### src/shared/accel_fifo_consts.vh
// Register map, field positions, mode codes and reset values of the sample buffer
`ifndef ACCEL_FIFO_CONSTS_VH
`define ACCEL_FIFO_CONSTS_VH

// Register offsets
`define ADDR_CONTROL_THREE     7'h22
`define ADDR_CONTROL_SIX       7'h25
`define ADDR_CONTROL_SEVEN     7'h26
`define ADDR_X_LOW             7'h28
`define ADDR_X_HIGH            7'h29
`define ADDR_Y_LOW             7'h2A
`define ADDR_Y_HIGH            7'h2B
`define ADDR_Z_LOW             7'h2C
`define ADDR_Z_HIGH            7'h2D
`define ADDR_BUF_CONTROL       7'h2E
`define ADDR_BUF_STATE         7'h2F
`define ADDR_EG_CONFIG         7'h30
`define ADDR_EG_SOURCE         7'h31
`define ADDR_EG_X_LEVEL        7'h32
`define ADDR_EG_Y_LEVEL        7'h33
`define ADDR_EG_Z_LEVEL        7'h34

// Field positions in control_three
`define CT3_BUF_ENABLE         7
`define CT3_STOP_AT_WM         6
`define CT3_P1_OVERRUN         2
`define CT3_P1_WATERMARK       1
`define CT3_P1_EMPTY           0
// Field positions in control_six
`define CT6_P2_OVERRUN         2
`define CT6_P2_WATERMARK       1
`define CT6_P2_EMPTY           0
// Field positions in control_seven
`define CT7_LATCH_REQ          2
// Field positions in buffer_control
`define BC_MODE_MSB            7
`define BC_MODE_LSB            5
`define BC_WM_MSB              4
`define BC_WM_LSB              0
// Field positions in buffer_state and event_gen_one_source
`define BS_WATERMARK           7
`define BS_OVERRUN             6
`define BS_EMPTY               5
`define ES_ACTIVE              6

// Buffer mode codes
`define MODE_BYPASS            3'h0
`define MODE_FILL              3'h1
`define MODE_STREAM            3'h2
`define MODE_STREAM_TO_FILL    3'h3
`define MODE_BYPASS_TO_STREAM  3'h4
`define MODE_BYPASS_TO_FILL    3'h7

// Reset values
`define RST_CONTROL            8'h00
`define RST_BUF_CONTROL        8'h00
`define RST_EG                 8'h00
`define RST_SAMPLE             16'h0000
`define UNMAPPED_READ          8'h00

`endif

### src/hdl/accel_sample_fifo.v
// Three-axis acceleration sample buffer with its registers and pin routing
`timescale 1ns/1ps
`default_nettype none
`include "accel_fifo_consts.vh"

// Summary of operation
// - Three-bit mode field picks bypass, fill, stream or three triggered modes.
// - Empty flag reads one whenever no triplet is stored.
// - On a new sample with count at or above watermark, watermark flag sets.
// - On a triplet read with count at or below watermark, watermark flag clears.
// - Overwriting a stored slot sets the overrun flag.
// - Buffer works only while the enable bit in control_three is one.
// - Bypass keeps the buffer empty; writing bypass resets its contents.
// - Fill mode stores triplets into successive slots until full.
// - Fill mode stops taking samples after the first overwrite and overrun.
// - Thirty-two slots, each holding one X, one Y and one Z sample.
// - Stop-at-watermark limits depth to watermark level minus one, or one slot for levels zero and one.
// - Stream mode drops the oldest triplet to make room for a new one.
// - Stream drained before overrun repeats last triplet first in next burst.
// - Watermark, empty and overrun each routable to either interrupt pin.
// - Stream-to-fill runs stream while active flag is zero, fill when one.
// - Bypass-to-stream runs stream while active flag is one, else bypass.
// - Bypass-to-fill holds reset while flag is zero, fill while one.
// - Bypass-to-fill collects until the first triplet is overwritten, then stops.
// - Reading the X low byte pops the oldest triplet into the output registers.
// - Burst reads wrap from the Z high byte back to the X low byte.
module accel_sample_fifo #(
    parameter SLOTS = 32,
    parameter AW    = 5,
    parameter SW    = 16
) (
    input  wire          ref_clk,
    input  wire          rst,
    input  wire [6:0]    regAddr,
    input  wire          regWr,
    input  wire [7:0]    regWrData,
    input  wire          regRd,
    input  wire          regRdNext,
    output reg  [7:0]    regRdData,
    input  wire          sampleValid,
    input  wire [SW-1:0] sampleX,
    input  wire [SW-1:0] sampleY,
    input  wire [SW-1:0] sampleZ,
    input  wire          eventGenActive,
    output wire [7:0]    eventGenConfig,
    output wire [7:0]    eventGenXLevel,
    output wire [7:0]    eventGenYLevel,
    output wire [7:0]    eventGenZLevel,
    output wire          eventGenLatchRequest,
    output wire          interruptPinOne,
    output wire          interruptPinTwo
);

    // Effective behaviour of the buffer
    localparam [1:0] BEH_BYPASS = 2'b00;
    localparam [1:0] BEH_FILL   = 2'b01;
    localparam [1:0] BEH_STREAM = 2'b10;

    localparam [AW:0] FULL_DEPTH = SLOTS;
    localparam [AW:0] ONE_SLOT   = 1;
    localparam [AW:0] ZERO_COUNT = 0;
    localparam [AW:0] MAX_FIELD  = (1 << AW) - 1;
    localparam [AW-1:0] PTR_ZERO = 0;
    localparam [AW-1:0] PTR_ONE  = 1;
    // Maps mode code and active flag onto a plain behaviour
    function [1:0] behaviour;
        input       enable;
        input [2:0] code;
        input       active;
        begin
            behaviour = BEH_BYPASS;
            if (enable) begin
                case (code)
                    `MODE_FILL:             behaviour = BEH_FILL;
                    `MODE_STREAM:           behaviour = BEH_STREAM;
                    `MODE_STREAM_TO_FILL:
                        behaviour = active ? BEH_FILL : BEH_STREAM;
                    `MODE_BYPASS_TO_STREAM:
                        behaviour = active ? BEH_STREAM : BEH_BYPASS;
                    `MODE_BYPASS_TO_FILL:
                        behaviour = active ? BEH_FILL : BEH_BYPASS;
                    default:                behaviour = BEH_BYPASS;
                endcase
            end
        end
    endfunction

    // Address that follows a read, wrapping inside the output window
    function [6:0] nextAddr;
        input [6:0] addr;
        begin
            if (addr == `ADDR_Z_HIGH) begin
                nextAddr = `ADDR_X_LOW;
            end else begin
                nextAddr = addr + 7'h01;
            end
        end
    endfunction

    // Software registers
    reg  [7:0]    ctrlThree_q, ctrlSix_q, ctrlSeven_q, bufCtrl_q;
    reg  [7:0]    egConfig_q, egXLevel_q, egYLevel_q, egZLevel_q;
    // Buffer state
    reg  [AW-1:0] wrPtr_q;
    reg  [AW-1:0] rdPtr_q;
    reg  [AW:0]   count_q;
    reg  [AW:0]   count_d;
    reg           watermark_q, overrun_q, stopped_q;
    reg  [SW-1:0] outX_q, outY_q, outZ_q;
    reg  [6:0]    burstAddr_q;
    reg  [1:0]    intPin_q;
    reg  [7:0]    rdByte;
    // Decoded controls and buffer handshakes
    wire [3*SW-1:0] memRdData;
    wire [2:0]      mode;
    wire [4:0]      wmLevel;
    wire [AW:0]     wmWide;
    wire            stopAtWm;
    wire [1:0]      beh;
    wire            operate;
    wire [AW:0]     depthLimit;
    wire            full, empty, accept, rdFire;
    wire            wrNormal, overwrite, wrEn;
    wire [6:0]      effAddr;
    wire [4:0]      fieldCount;
    wire [2:0]      events;
    wire [5:0]      pinEnables;
    wire [1:0]      pinReq;

    assign mode     = bufCtrl_q[`BC_MODE_MSB:`BC_MODE_LSB];
    assign wmLevel  = bufCtrl_q[`BC_WM_MSB:`BC_WM_LSB];
    assign wmWide   = {1'b0, wmLevel};
    assign stopAtWm = ctrlThree_q[`CT3_STOP_AT_WM];

    // Mode decode; disabled buffer behaves as bypass
    assign beh = behaviour(ctrlThree_q[`CT3_BUF_ENABLE],
                           mode, eventGenActive);
    assign operate = (beh != BEH_BYPASS);
    // Usable depth, optionally cut to watermark level minus one, or one slot for levels below two
    assign depthLimit = !stopAtWm ? FULL_DEPTH :
                        (wmWide > ONE_SLOT) ? wmWide - ONE_SLOT :
                        ONE_SLOT;
    assign full  = (count_q >= depthLimit);
    assign empty = (count_q == ZERO_COUNT);
    // Sample intake; a stopped fill refuses further samples
    assign accept = operate && sampleValid &&
                    !((beh == BEH_FILL) && stopped_q);

    // Read address: fresh address or the running burst address
    assign effAddr = regRdNext ? burstAddr_q : regAddr;
    // A triplet pops only when data is stored
    assign rdFire = regRd && operate && !empty &&
                    (effAddr == `ADDR_X_LOW);

    // Normal store, or overwrite of the oldest slot when full
    assign wrNormal  = accept && (!full || rdFire);
    assign overwrite = accept && full && !rdFire;
    assign wrEn      = wrNormal || overwrite;

    // Stored count shown in five bits, saturating when all slots hold data
    assign fieldCount = (count_q > MAX_FIELD) ? MAX_FIELD[4:0] :
                        count_q[4:0];

    sample_slot_mem #(.WIDTH(3*SW), .DEPTH(SLOTS), .AW(AW)) slotMem (
        .clk    (ref_clk),
        .wrEn   (wrEn),
        .wrAddr (wrPtr_q),
        .wrData ({sampleZ, sampleY, sampleX}),
        .rdAddr (rdPtr_q),
        .rdData (memRdData)
    );

    // Software register writes
    always @(posedge ref_clk) begin
        if (rst) begin
            ctrlThree_q <= `RST_CONTROL;
            ctrlSix_q   <= `RST_CONTROL;
            ctrlSeven_q <= `RST_CONTROL;
            bufCtrl_q   <= `RST_BUF_CONTROL;
            egConfig_q  <= `RST_EG;
            egXLevel_q  <= `RST_EG;
            egYLevel_q  <= `RST_EG;
            egZLevel_q  <= `RST_EG;
        end else if (regWr) begin
            if (regAddr == `ADDR_CONTROL_THREE) begin
                ctrlThree_q <= regWrData;
            end else if (regAddr == `ADDR_CONTROL_SIX) begin
                ctrlSix_q <= regWrData;
            end else if (regAddr == `ADDR_CONTROL_SEVEN) begin
                ctrlSeven_q <= regWrData;
            end else if (regAddr == `ADDR_BUF_CONTROL) begin
                bufCtrl_q <= regWrData;
            end else if (regAddr == `ADDR_EG_CONFIG) begin
                egConfig_q <= regWrData;
            end else if (regAddr == `ADDR_EG_X_LEVEL) begin
                egXLevel_q <= regWrData;
            end else if (regAddr == `ADDR_EG_Y_LEVEL) begin
                egYLevel_q <= regWrData;
            end else if (regAddr == `ADDR_EG_Z_LEVEL) begin
                egZLevel_q <= regWrData;
            end
        end
    end

    // Next stored count: plus one per store, minus one per pop
    always @* begin
        count_d = count_q;
        if (wrNormal && !rdFire) begin
            count_d = count_q + ONE_SLOT;
        end else if (rdFire && !wrNormal) begin
            count_d = count_q - ONE_SLOT;
        end
    end

    // Pointers, count and stop state; bypass holds everything reset
    always @(posedge ref_clk) begin
        if (rst || !operate) begin
            wrPtr_q   <= PTR_ZERO;
            rdPtr_q   <= PTR_ZERO;
            count_q   <= ZERO_COUNT;
            stopped_q <= 1'b0;
        end else begin
            if (wrEn) begin
                wrPtr_q <= wrPtr_q + PTR_ONE;
            end
            if (rdFire || overwrite) begin
                rdPtr_q <= rdPtr_q + PTR_ONE;
            end
            count_q <= count_d;
            if (overwrite && (beh == BEH_FILL)) begin
                stopped_q <= 1'b1;
            end
        end
    end

    // Watermark flag; a set in the same cycle as a clear wins
    always @(posedge ref_clk) begin
        if (rst || !operate) begin
            watermark_q <= 1'b0;
        end else if (accept && (count_d >= wmWide)) begin
            watermark_q <= 1'b1;
        end else if (rdFire && (count_d <= wmWide)) begin
            watermark_q <= 1'b0;
        end
    end

    // Overrun flag; cleared by a pop, an overwrite in the same cycle wins
    always @(posedge ref_clk) begin
        if (rst || !operate) begin
            overrun_q <= 1'b0;
        end else if (overwrite) begin
            overrun_q <= 1'b1;
        end else if (rdFire) begin
            overrun_q <= 1'b0;
        end
    end

    // Output registers: live samples in bypass, popped triplet otherwise
    always @(posedge ref_clk) begin
        if (rst) begin
            outX_q <= `RST_SAMPLE;
            outY_q <= `RST_SAMPLE;
            outZ_q <= `RST_SAMPLE;
        end else if (rdFire) begin
            outX_q <= memRdData[SW-1:0];
            outY_q <= memRdData[2*SW-1:SW];
            outZ_q <= memRdData[3*SW-1:2*SW];
        end else if (!operate && sampleValid) begin
            outX_q <= sampleX;
            outY_q <= sampleY;
            outZ_q <= sampleZ;
        end
    end

    // Read multiplexer over the register map
    always @* begin
        rdByte = `UNMAPPED_READ;
        if (effAddr == `ADDR_CONTROL_THREE) begin
            rdByte = ctrlThree_q;
        end else if (effAddr == `ADDR_CONTROL_SIX) begin
            rdByte = ctrlSix_q;
        end else if (effAddr == `ADDR_CONTROL_SEVEN) begin
            rdByte = ctrlSeven_q;
        end else if (effAddr == `ADDR_X_LOW) begin
            // A pop answers with the fresh triplet, otherwise the held one
            rdByte = rdFire ? memRdData[7:0] : outX_q[7:0];
        end else if (effAddr == `ADDR_X_HIGH) begin
            rdByte = outX_q[15:8];
        end else if (effAddr == `ADDR_Y_LOW) begin
            rdByte = outY_q[7:0];
        end else if (effAddr == `ADDR_Y_HIGH) begin
            rdByte = outY_q[15:8];
        end else if (effAddr == `ADDR_Z_LOW) begin
            rdByte = outZ_q[7:0];
        end else if (effAddr == `ADDR_Z_HIGH) begin
            rdByte = outZ_q[15:8];
        end else if (effAddr == `ADDR_BUF_CONTROL) begin
            rdByte = bufCtrl_q;
        end else if (effAddr == `ADDR_BUF_STATE) begin
            rdByte = {watermark_q, overrun_q, empty, fieldCount};
        end else if (effAddr == `ADDR_EG_CONFIG) begin
            rdByte = egConfig_q;
        end else if (effAddr == `ADDR_EG_SOURCE) begin
            rdByte = {1'b0, eventGenActive, 6'h00};
        end else if (effAddr == `ADDR_EG_X_LEVEL) begin
            rdByte = egXLevel_q;
        end else if (effAddr == `ADDR_EG_Y_LEVEL) begin
            rdByte = egYLevel_q;
        end else if (effAddr == `ADDR_EG_Z_LEVEL) begin
            rdByte = egZLevel_q;
        end
    end

    // Read data and burst address registers
    always @(posedge ref_clk) begin
        if (rst) begin
            regRdData   <= `UNMAPPED_READ;
            burstAddr_q <= `ADDR_X_LOW;
        end else if (regRd) begin
            regRdData   <= rdByte;
            burstAddr_q <= nextAddr(effAddr);
        end
    end

    // Event routing: bit 2 overrun, bit 1 watermark, bit 0 empty
    assign events     = {overrun_q, watermark_q, empty && operate};
    assign pinEnables = {ctrlSix_q[`CT6_P2_OVERRUN],
                         ctrlSix_q[`CT6_P2_WATERMARK],
                         ctrlSix_q[`CT6_P2_EMPTY],
                         ctrlThree_q[`CT3_P1_OVERRUN],
                         ctrlThree_q[`CT3_P1_WATERMARK],
                         ctrlThree_q[`CT3_P1_EMPTY]};
    // Per-pin request: any enabled event raises that pin
    genvar p;
    generate
        for (p = 0; p < 2; p = p + 1) begin : pinGen
            assign pinReq[p] = |(pinEnables[3*p+2:3*p] & events);
        end
    endgenerate
    // Registered interrupt pins, one process drives both bits
    always @(posedge ref_clk) begin
        if (rst) begin
            intPin_q <= 2'b00;
        end else begin
            intPin_q <= pinReq;
        end
    end
    assign interruptPinOne = intPin_q[0];
    assign interruptPinTwo = intPin_q[1];

    // Configuration handed to the event generator
    assign eventGenConfig       = egConfig_q;
    assign eventGenXLevel       = egXLevel_q;
    assign eventGenYLevel       = egYLevel_q;
    assign eventGenZLevel       = egZLevel_q;
    assign eventGenLatchRequest = ctrlSeven_q[`CT7_LATCH_REQ];

endmodule // accel_sample_fifo

`default_nettype wire

### src/hdl/sample_slot_mem.v
// Slot memory holding buffered X, Y, Z triplets with registered read data
`timescale 1ns/1ps
`default_nettype none

module sample_slot_mem #(
    parameter WIDTH = 48,
    parameter DEPTH = 32,
    parameter AW    = 5
) (
    input  wire             clk,
    input  wire             wrEn,
    input  wire [AW-1:0]    wrAddr,
    input  wire [WIDTH-1:0] wrData,
    input  wire [AW-1:0]    rdAddr,
    output reg  [WIDTH-1:0] rdData
);

    reg [WIDTH-1:0] store [0:DEPTH-1];

    // Write port and registered read port; read sees old data on a collision
    always @(posedge clk) begin
        if (wrEn) begin
            store[wrAddr] <= wrData;
        end
        rdData <= store[rdAddr];
    end

endmodule // sample_slot_mem

`default_nettype wire

### config.mk
export PLATFORM = sky130hd
export DESIGN_NAME = accel_sample_fifo
export DESIGN_NICKNAME = d
export VERILOG_FILES = /design/src/hdl/accel_sample_fifo.v /design/src/hdl/sample_slot_mem.v
export VERILOG_INCLUDE_DIRS = /design/src /design/src/shared
export SDC_FILE = /design/constraint.sdc
export NUM_CORES = 2
export LEC_CHECK = 0
export ABC_CLOCK_PERIOD_IN_PS = 4000
export CAP_MARGIN = 20
export CORE_ASPECT_RATIO = 0.75
export CORE_MARGIN = 1.5
export CORE_UTILIZATION = 35
export CTS_CLUSTER_DIAMETER = 50
export DETAILED_ROUTE_END_ITERATION = 10
export DONT_BUFFER_PORTS = 1
export PLACE_DENSITY_LB_ADDON = 0.2
export SETUP_SLACK_MARGIN = 0.5
export SLEW_MARGIN = 20
export SYNTH_ARGS = -nofsm -noshare
export SYNTH_HDL_FRONTEND = slang
export SYNTH_SLANG_ARGS = --single-unit
### constraint.sdc
create_clock -name ref_clk -period 4 [get_ports ref_clk]
set_clock_uncertainty 0.05 [all_clocks]
set_input_delay 0.6 -clock ref_clk [delete_from_list [all_inputs] [get_ports ref_clk]]
set_output_delay 0.6 -clock ref_clk [all_outputs]
set_load 0.02 [all_outputs]
==> impl_metrics.toml <==
[setup_path]
r2r_setup_slack_ps = 280
critPathMaxStageDelay_ps = 380
cp_slowest_cell = "sky130_fd_sc_hd__dfxtp_4"
timing.setup.critical_path_class = "reg2reg"
critPathArrivalTime_ps = 4300
worst-path-max-fanout = 4
end_kind = "flip-flop"
timing.critical_path.from_type = "flip-flop"
crit_required_ps = 4580
timing.critical_path.cells = "inv_2 -> ha_4 -> o21ai_4 -> buf_6 -> nand3_1 -> ha_1 -> o21a_1 -> nor2_2 -> o31ai_4 -> nor3_2 -> buf_4 -> o21a_1 -> or2_4 -> ha_4 -> nand2b_4 -> a211o_1 -> o2111ai_2 -> a22oi_2 -> a21oi_2 -> o211ai_2"

[yosys]
ys_seq_area_frac = 0.7399
postSynthNetCount = 3386
yosysTopAreaCell = "sky130_fd_sc_hd__edfxtp_1"
yosysUniqueCellTypes = 80
postSynthRegisterBits = 1732
synth.area.top_cells = "sky130_fd_sc_hd__edfxtp_1 (68%), sky130_fd_sc_hd__mux4_2 (16%), sky130_fd_sc_hd__dfxtp_1 (5.8%)"
synthesis.instances = 3291
netlist_top_cells_count = "sky130_fd_sc_hd__edfxtp_1 (1,536), sky130_fd_sc_hd__mux4_2 (480), sky130_fd_sc_hd__dfxtp_1 (196), sky130_fd_sc_hd__nor2_1 (150), sky130_fd_sc_hd__clkbuf_1 (128)"
mappedNetlistArea_um2 = 67640
mean_instance_size_in_the_synthesized_netlist_um2 = 20.55
yosys.cell_count.top_type = "sky130_fd_sc_hd__edfxtp_1"
synth_largest_type_area_fraction = 0.6819
yosys_warnings = 0
synth_flop_cell = "sky130_fd_sc_hd__edfxtp_1"
synth-async-reset-ratio = 0
edff_count_synth = 1536

[sta]
slew_headroom = 0.2518
fmaxAchievable_ghz = 0.2692
totalNegativeSetupSlack_ps = 0
slew_viol_final = 0
final.min_clock_period_ps = 3715
tightest_hold_margin_ps = 62.97
worst_slew_pin_slew_ps = 1122
timing.final.hold_violations = 0
setup_viol_count_final = 0
timing.final.crit_share = 0.9288
unrepaired_setup_endpoints_after_global_routing = "true"
postLayoutSetupSlackWorst_ps = 284.8

[power_and_ir_drop]
largest_voltage_drop_on_the_vdd_net_mv = 0.4426
cellPowerDensity_nw_per_um2 = 460.8
share_comb_of_total_power = 0.018
switching_share = 0.2058
netSwitchingPower_w = 0.007519
cell_internal_pwr_w = 0.02902
share_clk_of_total_power = 0.442
cellLeakagePower_nw = 24.82
seqPwrFrac = 0.541

[detailed_routing]
total_routed_length_um = 193400
detail_route.iter0.violations = 4178
routedWlPerCell_um = 30.91
vias_per_cell = 5.567
route.detailed.drc = 0
dr_total_vias = 34835
route.antenna.remaining_nets = 0
drt_first_pass_iters = 5

[global_route]
grt_antenna_before_repair = 11
first_global_vias = 34937
grt_max_degree = 135
grt_usage = 0.1967
gr-total-overflow = 0
wire_length_of_the_first_global_routing_pass_um = 273300

[min_path]
worst_min_delay_path_class = "in2reg"

[floorplanning]
die_y_um = 383.7
core_area_um2 = 191700
io-pin-count = 113
rows = 139
die-area_um2 = 195900
floorplan.initialDensity = 0.3529
die_width_um = 510.6

[place]
placed_cells = 5783
detailed_place_hpwl_um = 105600
routabilityCongestion = 0.8419
io_buffer_count = 0
preCtsSetupSlack_ps = 31.13

[layout]
sequential_cell_area_um2 = 50070
final_net_count = 3669
share_of_final_layout_standard_cells_stronger_than_drive_strength_1 = 0.2948
stdcell_count = 6257
fill_cells = 16851
synthToLayoutAreaGrowth_pct = 17.20
multiInputGateArea_um2 = 17200

[clock_tree]
cts.path.max_buffers = 3
cts_root_buf = "sky130_fd_sc_hd__clkbuf_16"
tritoncts = "yes"
number_of_cts_inserted_buffers = 171
clk_transition_reported_paths_ps = 60
worst_skew_pair.late_latency_ps = 820
cts-htree-levels = 4
cts_sinks = 1732

[outcome]
outcome = "complete, no violations"

[run]
max_cap_viol_count = 0
-- state kept, by name, indices dropped and copies added, names as in the netlist, 16 cells and up --
register	count
slotMem.rdData	48
slotMem.store	1536
outY_q	16
outZ_q	16
outX_q	16
-- kinds of logic (layout without fill, tap and decap cells) --
family	Yosys count	in the layout	share of synthesized area
compound gates	310	310	0.03220
flops	1732	1732	0.7399
other cells	0	4	0
buf+inv	221	645	0.01343
simple gates	378	378	0.02786
fa+ha+maj	25	25	0.004624
xor+xnor	14	14	0.001813
mux	611	611	0.1802
-- power groups by stage --
| stage | sequential [W] | clock (W) | combinational, W |
|---|---|---|---|
| 2_1_floorplan | 0.0201 | 0 | 0.000264 |
| 3_3_place_gp | 0.0201 | 0 | 0.000326 |
| 3_5_place_dp | 0.0201 | 0 | 0.000326 |
| 4_1_cts | 0.0198 | 0.0165 | 0.000632 |
| 5_1_grt | 0.0197 | 0.0172 | 0.000696 |
| 6_report | 0.0198 | 0.0161 | 0.000640 |
-- timing repair --
item	CTS	global route
buffers inserted	11	2
hold endpoints to repair	1663	42
pin swaps	21	13
endpoints found under the setup margin	1	3
gates resized for setup	37	5
hold buffers	142	1
-- final timing paths --
kind | from | to | cells past startpoint
max | bufCtrl_q[0]$_SDFFE_PP0P_ | watermark_q$_SDFFE_PP0P_ | 20
min | sampleZ[7] | outZ_q[7]$_SDFFE_PP0P_ | 2
max reg2reg | bufCtrl_q[0]$_SDFFE_PP0P_ | watermark_q$_SDFFE_PP0P_ | 20
min reg2reg | outX_q[9]$_SDFFE_PP0P_ | outX_q[9]$_SDFFE_PP0P_ | 2
-- metrics by stage --
step           utilization  total power, W  instance area (µm²)
2_1_floorplan            -         0.02037                67830
3_3_place_gp        0.3759         0.02047                72040
3_5_place_dp        0.3759         0.02047                72040
4_1_cts             0.4141         0.03686                79370
5_1_grt             0.4136         0.03762                79270
6_report            0.4136         0.03654                79280
-- worst max-delay path: cells and delay by family, from the launching register on --
kind                     cells  cell delay, ps
AO/OA/AOI/OAI                9            1520
adder cells (fa/ha/maj)      3             680
AND/OR/NAND/NOR              5             620
flip-flops                   1             380
buffers and inverters        3             330
-- per-layer routing --
| layer | up-vias | share of wire | global-route usage |
|---|---|---|---|
| li1 | 14323 | - | - |
| met1 | 19168 | 0.47 | 0.3023 |
| met2 | 1117 | 0.45 | 0.2935 |
| met3 | 217 | 0.062 | 0.03273 |
| met4 | 10 | 0.015 | 0.03983 |
| met5 | - | 0.00033 | 0 |
-- area by class of cell --
cell class                 count  share of cell area
tap                         2538             0.04006
clock buffer                 230             0.05947
clock inverter                84             0.01075
multi-input combinational   1338              0.2170
antenna                        4           0.0001263
sequential                  1732              0.6316
inverter                      23            0.001121
timing repair buffer         308             0.03990
-- layout by cell type, fill, tap and decap left out, types with 9 or more instances in the layout --
cell and count:
sky130_fd_sc_hd__a21oi_1 75, sky130_fd_sc_hd__edfxtp_1 1536, sky130_fd_sc_hd__mux4_2 480, sky130_fd_sc_hd__mux2_2 52
sky130_fd_sc_hd__nor2_4 33, sky130_fd_sc_hd__nor3_1 14, sky130_fd_sc_hd__nand2_1 76, sky130_fd_sc_hd__o22ai_1 13
sky130_fd_sc_hd__bufinv_16 13, sky130_fd_sc_hd__buf_12 52, sky130_fd_sc_hd__ha_1 19, sky130_fd_sc_hd__dfxtp_1 189
sky130_fd_sc_hd__a211oi_1 12, sky130_fd_sc_hd__buf_4 117, sky130_fd_sc_hd__nand2b_1 9, sky130_fd_sc_hd__clkinv_1 22
sky130_fd_sc_hd__o21ai_0 41, sky130_fd_sc_hd__clkbuf_16 174, sky130_fd_sc_hd__and2_1 12, sky130_fd_sc_hd__buf_2 34
sky130_fd_sc_hd__mux2i_1 77, sky130_fd_sc_hd__nand3_1 27, sky130_fd_sc_hd__dlygate4sd3_1 100, sky130_fd_sc_hd__clkbuf_8 15
sky130_fd_sc_hd__inv_1 21, sky130_fd_sc_hd__clkinv_2 25, sky130_fd_sc_hd__a22oi_1 46, sky130_fd_sc_hd__o211ai_1 10
sky130_fd_sc_hd__a31oi_1 14, sky130_fd_sc_hd__nand3b_1 10, sky130_fd_sc_hd__nor2_1 115, sky130_fd_sc_hd__o221ai_1 10
sky130_fd_sc_hd__clkbuf_1 41
No activity file was read; power rests on OpenSTA's default activity.
